<file path="src/rtc_regs.svh">
// Register offsets, field positions, reset values and timing counts of the periodic counter
`ifndef RTC_REGS_SVH
`define RTC_REGS_SVH

// Byte offsets on the register bus
`define RTC_OFS_CTRL      8'h00
`define RTC_OFS_SYSCTL2   8'h04
`define RTC_OFS_STATUS    8'h08
`define RTC_OFS_MASK      8'h0C
`define RTC_OFS_COUNT     8'h10

// Control register fields
`define RTC_CTRL_RUN_BIT  0
`define RTC_CTRL_SEL_LSB  1
`define RTC_CTRL_SEL_MSB  2
`define RTC_CTRL_RESET    3'h0

// System control two fields
`define RTC_SYS_OSC_BIT   0
`define RTC_SYSCTL_RESET  1'h0

// Status and mask fields
`define RTC_EV_PERIOD     0
`define RTC_EV_AUTOSTOP   1
`define RTC_EV_RESET      2'h0

// Low-frequency tick rate and the four intervals in microseconds
`define RTC_LF_HZ         64'd32768
`define RTC_US_PER_S      64'd1000000
`define RTC_PER_SEL0_US   64'd500000
`define RTC_PER_SEL1_US   64'd250000
`define RTC_PER_SEL2_US   64'd125000
`define RTC_PER_SEL3_US   64'd62500

// Whole low-frequency ticks in an interval, rounded down
`define RTC_TICKS(us)     (((us) * `RTC_LF_HZ) / `RTC_US_PER_S)

`endif

</file>
<file path="src/rtc_pkg.sv">
// Types and shared functions of the periodic counter
package rtc_pkg;
  `include "rtc_regs.svh"

  // Control register contents
  typedef struct packed {
    logic [1:0] sel;  // Period select field
    logic       run;  // Counter run bit
  } rtc_ctrl_t;

  // Run state of the counter
  typedef enum logic [2:0] {
    RTC_ST_STOP = 3'b001,
    RTC_ST_RUN  = 3'b010,
    RTC_ST_HALT = 3'b100
  } rtc_state_t;

  // Terminal count of the binary counter for a period select code
  function automatic logic [13:0] rtc_terminal(input logic [1:0] sel);
    logic [63:0] ticks;
    ticks = `RTC_TICKS(`RTC_PER_SEL0_US);
    unique case (sel)
      2'h0: ticks = `RTC_TICKS(`RTC_PER_SEL0_US);
      2'h1: ticks = `RTC_TICKS(`RTC_PER_SEL1_US);
      2'h2: ticks = `RTC_TICKS(`RTC_PER_SEL2_US);
      2'h3: ticks = `RTC_TICKS(`RTC_PER_SEL3_US);
    endcase
    return 14'(ticks - 64'd1);
  endfunction
endpackage

</file>
<file path="src/rtc_period_counter.sv">
// Binary up-counter that wraps at the selected interval
`timescale 1ns/100ps
module rtc_period_counter
  import rtc_pkg::*;
(
  input  wire logic        clk_i,     // System clock
  input  wire logic        rst_i,     // Synchronous reset, active high
  input  wire logic        clear_i,   // Return count to zero
  input  wire logic        count_i,   // Advance on this cycle
  input  wire logic [1:0]  sel_i,     // Period select code
  output logic      [13:0] count_o,   // Current count
  output logic             wrap_o     // One-cycle pulse at end of interval
);

  logic at_end;

  // End of the chosen interval
  assign at_end = (count_o == rtc_terminal(sel_i)); // [RULE3] [RULE12]

  // Count up on each tick, clear at the interval end and carry on
  always_ff @(posedge clk_i) begin
    if (rst_i || clear_i) begin
      count_o <= 14'h0000;
    end else if (count_i) begin
      if (at_end) begin
        count_o <= 14'h0000; // [RULE2]
      end else begin
        count_o <= count_o + 14'h0001; // [RULE1]
      end
    end
  end

  // Flag the end of each interval for one cycle
  always_ff @(posedge clk_i) begin
    if (rst_i || clear_i) begin
      wrap_o <= 1'b0;
    end else begin
      wrap_o <= count_i && at_end; // [RULE2]
    end
  end

endmodule

</file>
<file path="src/rtc_periodic.sv">
// Periodic real-time counter with Wishbone register access
//
// Notes on behaviour
// RULE1: Counter advances once per low-frequency tick while the run bit is one.
// RULE2: At interval end raise interrupt, clear counter, keep counting without pause.
// RULE3: Four intervals: 0.0625 s, 0.125 s, 0.25 s and 0.5 s.
// RULE4: Counts in every power mode with oscillator on, except stop and deepest sleep.
// RULE5: Software writes control only while the oscillator enable bit is one.
// RULE6: Software changes period select only while stopped, not in the stopping write.
// RULE7: Oscillator enable cleared while running stops counter, resets control and count.
// RULE8: Entering stop or deepest sleep while running reinitialises control and count.
// RULE9: After stop or deepest sleep, software reprograms control before restarting.
// RULE10: Control read returns bits 7 to 3 without meaning; here zero.
// RULE11: Debugger break freezes count and control; resumes from the same count.
// RULE12: Two-bit select, ascending codes pick longest to shortest; counter wide enough.
// RULE13: Interrupt request leaves as a single-cycle pulse in the system clock domain.
//
// The Wishbone interface to the registers and the register offsets were left to the implementer.
`timescale 1ns/100ps
module rtc_periodic
  import rtc_pkg::*;
(
  input  wire logic        clk_i,                // System clock, 25 MHz
  input  wire logic        rst_i,                // Synchronous reset, active high
  input  wire logic        wb_cyc_i,             // Wishbone cycle
  input  wire logic        wb_stb_i,             // Wishbone strobe
  input  wire logic        wb_we_i,              // Wishbone write enable
  input  wire logic [7:0]  wb_adr_i,             // Wishbone byte address
  input  wire logic [3:0]  wb_sel_i,             // Wishbone byte lanes
  input  wire logic [31:0] wb_dat_i,             // Wishbone write data
  output logic      [31:0] wb_dat_o,             // Wishbone read data
  output logic             wb_ack_o,             // Wishbone acknowledge
  input  wire logic        lf_tick_i,            // Low-frequency clock tick, one cycle
  input  wire logic        stop_mode_i,          // Chip entering stop mode
  input  wire logic        deepest_sleep_mode_i, // Chip entering deepest sleep
  input  wire logic        debug_break_i,        // Debugger break in progress
  output logic             periodic_tick_irq_o,  // Interval interrupt pulse
  output logic             irq_o,                // Level interrupt from status and mask
  output logic             running_o             // Counter is counting
);

  rtc_ctrl_t   rtc_control_reg;
  logic        low_freq_osc_enable;
  logic [1:0]  status;
  logic [1:0]  mask;
  rtc_state_t  state;
  rtc_state_t  next_state;
  logic [13:0] count;
  logic        wrap;
  logic        osc_prev;
  logic        req;
  logic        wr_fire;
  logic        lane0;
  logic        hit_ctrl;
  logic        hit_sys;
  logic        hit_status;
  logic        hit_mask;
  logic        hit_count;
  logic        osc_dropped;
  logic        mode_stop;
  logic        autostop;
  logic        counting;
  logic [1:0]  ev_set;
  logic [31:0] rd_data;

  // Bus request decode; a write lands at the edge where ack is seen
  assign req        = wb_cyc_i && wb_stb_i;
  assign wr_fire    = req && wb_we_i && wb_ack_o;
  assign lane0      = wb_sel_i[0];
  assign hit_ctrl   = (wb_adr_i == `RTC_OFS_CTRL);
  assign hit_sys    = (wb_adr_i == `RTC_OFS_SYSCTL2);
  assign hit_status = (wb_adr_i == `RTC_OFS_STATUS);
  assign hit_mask   = (wb_adr_i == `RTC_OFS_MASK);
  assign hit_count  = (wb_adr_i == `RTC_OFS_COUNT);

  // Conditions that force the counter to stop and reinitialise
  assign osc_dropped = osc_prev && !low_freq_osc_enable;
  assign mode_stop   = stop_mode_i || deepest_sleep_mode_i; // [RULE4]
  assign autostop    = (state != RTC_ST_STOP) && (osc_dropped || mode_stop); // [RULE7] [RULE8]

  // Advance only while running, not frozen, not being shut down
  assign counting = (state == RTC_ST_RUN) && lf_tick_i && !autostop; // [RULE1] [RULE11]

  // Events that set status bits
  assign ev_set[`RTC_EV_PERIOD]   = wrap;
  assign ev_set[`RTC_EV_AUTOSTOP] = autostop;

  // Single acknowledge per request, dropped the cycle after
  always_ff @(posedge clk_i) begin
    if (rst_i) begin
      wb_ack_o <= 1'b0;
    end else begin
      wb_ack_o <= req && !wb_ack_o;
    end
  end

  // Read multiplexer; unmapped addresses read zero
  always_comb begin
    rd_data = 32'h0000_0000;
    if (hit_ctrl) begin
      rd_data[2:0] = rtc_control_reg; // [RULE10]
    end else if (hit_sys) begin
      rd_data[`RTC_SYS_OSC_BIT] = low_freq_osc_enable;
    end else if (hit_status) begin
      rd_data[1:0] = status;
    end else if (hit_mask) begin
      rd_data[1:0] = mask;
    end else if (hit_count) begin
      rd_data[13:0] = count;
    end
  end

  // Read data captured alongside ack
  always_ff @(posedge clk_i) begin
    if (rst_i) begin
      wb_dat_o <= 32'h0000_0000;
    end else if (req && !wb_ack_o && !wb_we_i) begin
      wb_dat_o <= rd_data;
    end
  end

  // Oscillator enable held in the second system control register
  always_ff @(posedge clk_i) begin
    if (rst_i) begin
      low_freq_osc_enable <= `RTC_SYSCTL_RESET;
    end else if (wr_fire && hit_sys && lane0) begin
      low_freq_osc_enable <= wb_dat_i[`RTC_SYS_OSC_BIT];
    end
  end

  // Previous oscillator enable, for spotting the falling edge
  always_ff @(posedge clk_i) begin
    if (rst_i) begin
      osc_prev <= 1'b0;
    end else begin
      osc_prev <= low_freq_osc_enable;
    end
  end

  // Control register; automatic stop wins over a write
  always_ff @(posedge clk_i) begin
    if (rst_i) begin
      rtc_control_reg <= `RTC_CTRL_RESET;
    end else if (autostop) begin
      rtc_control_reg <= `RTC_CTRL_RESET; // [RULE7] [RULE8]
    end else if (wr_fire && hit_ctrl && lane0) begin
      // Software keeps the select steady while running and only writes with oscillator on
      rtc_control_reg.run <= wb_dat_i[`RTC_CTRL_RUN_BIT]; // [RULE5] [RULE6] [RULE9]
      rtc_control_reg.sel <= wb_dat_i[`RTC_CTRL_SEL_MSB:`RTC_CTRL_SEL_LSB];
    end
  end

  // Run state follows the run bit, the break input and forced stops
  always_comb begin
    next_state = state;
    unique case (state)
      RTC_ST_STOP: begin
        if (rtc_control_reg.run && !autostop) begin
          next_state = RTC_ST_RUN;
        end
      end
      RTC_ST_RUN: begin
        if (autostop || !rtc_control_reg.run) begin
          next_state = RTC_ST_STOP;
        end else if (debug_break_i) begin
          next_state = RTC_ST_HALT; // [RULE11]
        end
      end
      RTC_ST_HALT: begin
        if (autostop || !rtc_control_reg.run) begin
          next_state = RTC_ST_STOP;
        end else if (!debug_break_i) begin
          next_state = RTC_ST_RUN; // [RULE11]
        end
      end
      default: begin
        next_state = RTC_ST_STOP;
      end
    endcase
  end

  // State register
  always_ff @(posedge clk_i) begin
    if (rst_i) begin
      state <= RTC_ST_STOP;
    end else begin
      state <= next_state;
    end
  end

  // Counter is cleared on a forced stop and while the run bit is zero
  rtc_period_counter u_counter (
    .clk_i   (clk_i),
    .rst_i   (rst_i),
    .clear_i (autostop || !rtc_control_reg.run), // [RULE7] [RULE8]
    .count_i (counting),
    .sel_i   (rtc_control_reg.sel),
    .count_o (count),
    .wrap_o  (wrap)
  );

  // Interval interrupt as a one-cycle pulse on the system clock
  always_ff @(posedge clk_i) begin
    if (rst_i) begin
      periodic_tick_irq_o <= 1'b0;
    end else begin
      periodic_tick_irq_o <= wrap; // [RULE2] [RULE13]
    end
  end

  // Sticky status; a new event wins over a write-one clear
  always_ff @(posedge clk_i) begin
    if (rst_i) begin
      status <= `RTC_EV_RESET;
    end else if (wr_fire && hit_status && lane0) begin
      status <= (status & ~wb_dat_i[1:0]) | ev_set;
    end else begin
      status <= status | ev_set;
    end
  end

  // Interrupt mask, same layout as status
  always_ff @(posedge clk_i) begin
    if (rst_i) begin
      mask <= `RTC_EV_RESET;
    end else if (wr_fire && hit_mask && lane0) begin
      mask <= wb_dat_i[1:0];
    end
  end

  // Level interrupt while any unmasked status bit stands
  always_ff @(posedge clk_i) begin
    if (rst_i) begin
      irq_o <= 1'b0;
    end else begin
      irq_o <= |(status & mask);
    end
  end

  // Visible run indicator
  always_ff @(posedge clk_i) begin
    if (rst_i) begin
      running_o <= 1'b0;
    end else begin
      running_o <= (next_state == RTC_ST_RUN);
    end
  end

endmodule

</file>
<file path="config.mk">
export PLATFORM = sky130hd
export DESIGN_NAME = rtc_periodic
export DESIGN_NICKNAME = d
export VERILOG_FILES = /design/src/rtc_pkg.sv /design/src/rtc_period_counter.sv /design/src/rtc_periodic.sv
export VERILOG_INCLUDE_DIRS = /design/src
export SDC_FILE = /design/constraint.sdc
export NUM_CORES = 1
export LEC_CHECK = 0
export BUFFER_PORTS_ARGS = -buffer_cell sky130_fd_sc_hd__buf_2
export CORE_ASPECT_RATIO = 0.6
export CORE_UTILIZATION = 48
export DETAILED_ROUTE_END_ITERATION = 10
export PLACE_DENSITY = 0.83
export SYNTH_ARGS = -nofsm -noshare
export SYNTH_HDL_FRONTEND = slang
export SYNTH_SLANG_ARGS = --single-unit
export TNS_END_PERCENT = 50
</file>
<file path="constraint.sdc">
create_clock -name clk_i -period 2.1 [get_ports clk_i]
set_input_delay 0.42 -clock clk_i [delete_from_list [all_inputs] [get_ports clk_i]]
set_output_delay 0.42 -clock clk_i [all_outputs]
set_load 0.03 [all_outputs]
</file>
==> impl_metrics.toml, run 1 <==
[clock_tree]
cts.path.max_buffers = 2
numCtsBuffers = 5
ctsRootBufferMaster = "clkbuf_8"
h-tree-depth = 2
clk_latency_ps = 300
hold_buffers = 0
clock-sinks = 45
post_cts_buffers = 0
cts_resized = 0
cts_tree = "done"
clk_pin_slew_ps = 80

[grt]
grt_max_degree = 26
grt_pass1_vias = 1652
grt_pass1_wl_mm = 7.76
grt_antenna_before_repair = 0
overflow = 0
grt_usage = 0.216

[min_path]
hold_path.class = "in2reg"
hp-start = "wb_dat_i[1]"
whs_endpoint = "status[1]"
whs_path_depth = 2

[die]
dieHeight_um = 54.5
start_util = 0.519
die_area_sq_mm = 0.00488
die_x_um = 89.6
fp.coreArea_sq_mm = 0.00426
ios = 89
num_rows = 18

[synth]
synth_top_cell_area_share = 0.408
synth_fa_ha_area_frac = 0.00567
synth_top_family_by_area = "simple AND/OR/NAND/NOR gates"
synth_area_per_cell_sq_um = 9.09
async_reset_ff_frac = 0
synth-simple-area-share = 0.269
synth_compound_area_frac = 0.177
synthXorXnorAreaFrac = 0.0198
seq_area_frac_synth = 0.408
synth_edf_count = 0
synth_area_sq_mm = 0.00221
synth_area_leaders = "dfxtp_1 41%, buf_4 6.1%, a32oi_1 4.4%, nor2_1 3.9%, o21ai_0 2.7%"
synth_cell_types = 47
synth_flop_cell = "dfxtp_1"
synth_top_area_cell = "dfxtp_1"
synth-seq-cells = 45
synthMuxAreaShare = 0.0329
syn_inst = 243
yosysWarnings = 0

[power_and_ir_drop]
p_comb_frac = 0.069
pwr-share-seq = 0.523
p_int_mw = 1.27
irDropWorstVdd_mv = 0.363
powerDensity_mw_per_mm2 = 643
p_leak_nw = 0.947
clkPwrFrac = 0.408
swShare = 0.223
power.switching_mw = 0.365

[route]
ant_nets = 0
drt_first_pass_iters = 4
vias = 1938
wl_mm = 4.85
wl_per_cell_um = 14.0
drcViolationCount = 0
drt-initial-drc-count = 111
vias_per_cell = 5.60

[critical_path]
crit_arrival_ps = 2030
reg2reg_depth = 5
cp-end-kind = "flop"
critPathBufInv = 0
worstPathRequired_ps = 2320
crit_path_cell_trace = "ha_1 -> and4_1 -> nand4_4 -> or4_1 -> a211oi_1"
start_kind = "flop"
worst-path-max-fanout = 9
r2r-start = "u_counter.count_o[0]"
crit_type = "reg2reg"
max_stage_delay_ps = 500
rrSetupSlack_ps = 280
crit_family = "simple AND/OR/NAND/NOR gates"
slowest_stage = "or4_1"
rr_endpoint = "u_counter.count_o[12]"

[placement]
portBuffers = 38
pre_cts_ws_ps = 4.23
dp_hpwl_mm = 3.63
gp_congestion = 0.837

[sta]
fin_crit_sh = 0.865
maxSlewViolCount = 0
setup-violations-final = 0
min_period_ps = 1820
skew_ps = 6.86
fmax_ghz = 0.551
hold_viol_final = 0
rsz0062_at_grt = "no"
finalWorstSetupSlack_ps = 285
tns_ps = 0

[run]
drv_cap = 0

[finish]
final_common_cell = "dfxtp_1"
antennaDiodeCount = 0
biggestRegsByFlops = "u_counter.count_o: 14 flops, wb_dat_o: 14 flops"
syn_to_final_growth_pct = 14.9
num-nets-final = 339
final_cell_mix = "45 x dfxtp_1, 38 x buf_2, 23 x nor2_1, 18 x conb_1, 12 x o21ai_0"
layout-drive-gt1-share = 0.220

[run_status]
status = "finished, final reports clean"
Yosys cell counts, drive strengths merged, types with 2 or more instances:
cell,instances
or4,8
and3,4
nor2b,6
clkbuf,7
inv,4
a21oi,11
nand2,10
a22oi,2
xor2,3
nor3b,2
a311oi,3
nor3,9
dfxtp,45
nor2,23
a32oi,11
nand2b,3
a211oi,8
nand3,7
o21ai,12
mux2i,5
buf,21
xnor2,2
mux2,2
nand4bb,2
o31ai,6
or2,2
or3,4
nand4,7
layer usage:
metal	wire length, um	vias up	GRT usage
li1	-	955	-
met1	2450	918	0.308
met2	2070	59	0.314
met3	297	6	0.0633
met4	34	0	0.0661
met5	0	-	0
logic make-up after synthesis:
kind of cell	Yosys count
simple gates	95
compound gates	57
flops	45
buf+inv	32
mux	7
xor+xnor	5
fa+ha+maj	1
other cells	1
worst max-delay path by stage:
stage	start	end	slack [ps]	cells past startpoint
2_1_floorplan	wb_adr_i[0]	mask[0]	200	4
3_3_place_gp	wb_adr_i[0]	status[1]	40	5
3_5_place_dp	wb_adr_i[0]	status[0]	4	5
4_1_cts	u_counter.count_o[0]	u_counter.count_o[12]	260	5
5_1_grt	u_counter.count_o[0]	u_counter.count_o[12]	130	5
6_report	u_counter.count_o[0]	u_counter.count_o[12]	280	5
power by group through the flow:
stage / Combinational [mW] / Clock [mW] / Sequential (mW)
6_report: 0.112 / 0.666 / 0.854
5_1_grt: 0.121 / 0.711 / 0.854
4_1_cts: 0.110 / 0.677 / 0.854
3_5_place_dp: 0.110 / 0 / 0.874
3_3_place_gp: 0.108 / 0 / 0.874
2_1_floorplan: 0.100 / 0 / 0.876
area by class of cell:
cell class              count  area, sq um
fillers                   386         1720
multi-input cells         183         1180
flip-flops and latches     45          901
repair buffers             46          250
clock buffers               7         86.3
well taps                  60         75.1
clock inverters             1         30.0
inverters                   4         15.0
per-stage QoR:
step	area, sq um	cells	power (mW)	hold WS (ps)	util
finish	2540	346	1.63	346	0.596
global route	2540	346	1.69	339	0.596
CTS	2540	346	1.64	339	0.596
detailed placement	2420	338	0.984	446	0.569
global placement	2420	338	0.983	441	0.569
floorplan	2270	260	0.976	430	-
worst reg2reg max path, cell delays in order (launching register included):
cell and delay [ps]:
dfxtp_1 420, ha_1 190, and4_1 240, nand4_4 180, or4_1 500, a211oi_1 220
(Power assumes the default switching activity.)
==> inputs of run 2 (changes only) <==
Settings changed: CORE_UTILIZATION 48 to 45, PLACE_DENSITY 0.83 to 0.79, SKIP_CTS_REPAIR_TIMING set to 1.
==> impl_metrics.toml, run 2 (same netlist as run 1, synthesis figures left out) <==
[run_status]
status = "finished, final reports clean"

[route]
drt-initial-drc-count = 106
drcViolationCount = 0
ant_nets = 0
wl_mm = 4.88
drt_first_pass_iters = 4
vias_per_cell = 5.51
vias = 1917
wl_per_cell_um = 14.0

[grt]
grt_pass1_wl_mm = 8.07
grt_pass1_vias = 1702
grt_usage = 0.196
overflow = 0
grt_max_degree = 26
grt_antenna_before_repair = 0

[sta]
fin_crit_sh = 0.879
tns_ps = 0
setup-violations-final = 0
hold_viol_final = 0
maxSlewViolCount = 0
min_period_ps = 1840
skew_ps = 3.47
hold_slack_ps = 365
rsz0062_at_grt = "no"
fmax_ghz = 0.542

[run]
drv_cap = 0

[finish]
final_cell_mix = "45 x dfxtp_1, 38 x buf_2, 23 x nor2_1, 18 x conb_1, 12 x o21ai_0"
layout-drive-gt1-share = 0.221
syn_to_final_growth_pct = 14.5
final_common_cell = "dfxtp_1"
num-nets-final = 339
biggestRegsByFlops = "u_counter.count_o: 14 flops, wb_dat_o: 14 flops"
antennaDiodeCount = 0

[die]
die_x_um = 92.4
dieHeight_um = 56.3
start_util = 0.476
fp.coreArea_sq_mm = 0.00464
ios = 89
num_rows = 19
die_area_sq_mm = 0.00520

[clock_tree]
cts.path.max_buffers = 2
clk_pin_slew_ps = 80
numCtsBuffers = 5
clk_latency_ps = 290
cts_tree = "done"
clock-sinks = 45
h-tree-depth = 2
ctsRootBufferMaster = "clkbuf_8"

[min_path]
whs_path_depth = 2
hold_path.class = "in2reg"

[critical_path]
reg2reg_depth = 5
worstPathRequired_ps = 2310
crit_arrival_ps = 2060
cp-end-kind = "flop"
start_kind = "flop"
crit_type = "reg2reg"
worst-path-max-fanout = 9

[power_and_ir_drop]
p_leak_nw = 0.942
irDropWorstVdd_mv = 0.329
finalPower_mw = 1.59
powerDensity_mw_per_mm2 = 629

[placement]
gp_congestion = 0.783
dp_hpwl_mm = 3.59
portBuffers = 38
[run 2: cell count changes in the layout (fill, tap and decap cells not counted), sizes merged]
cell / before / now
clkbuf: 7 / 5
clkinv: 0 / 1
[run 2: power breakdown]
group | switching, mW | internal, mW
combinational | 0.0851 | 0.0265
clock | 0.280 | 0.346
sequential | 0.000962 | 0.853
[run 2: critical path: stages, from the launching register on]
cell and delay (ps):
dfxtp_1 420, ha_1 200, and4_1 250, nand4_4 180, or4_1 500, a211oi_1 220
[run 2: layout make-up]
class / instances / area, sq um
Clock buffer: 5 / 68.8
Clock inverter: 2 / 35.0
Fill cell: 436 / 2110
Inverter: 4 / 15.0
Multi-Input combinational cell: 183 / 1180
Sequential cell: 45 / 901
Tap cell: 63 / 78.8
Timing Repair Buffer: 46 / 250
[run 2: per-stage QoR]
stage               utilization  worst slack (ps)  instance area, sq um  instances
floorplan                     -               199                  2270        260
global placement          0.523              42.1                  2420        341
detailed placement        0.523              29.5                  2420        341
CTS                       0.545               239                  2530        348
global route              0.545              96.3                  2530        348
finish                    0.545               255                  2530        348
[run 2: worst paths after layout]
kind | start | end | slack (ps)
worst min register to register | wb_dat_o[2] | wb_dat_o[2] | 460
worst max register to register | u_counter.count_o[0] | u_counter.count_o[12] | 260
worst min-delay path | wb_dat_i[1] | status[1] | 370
worst max-delay path | u_counter.count_o[0] | u_counter.count_o[12] | 260
[run 2: metal layers]
metal,vias up,wire (um),track usage
li1,961,-,-
met1,905,2470,0.293
met2,45,2090,0.275
met3,6,284,0.0556
met4,0,34,0.0424
met5,-,0,0
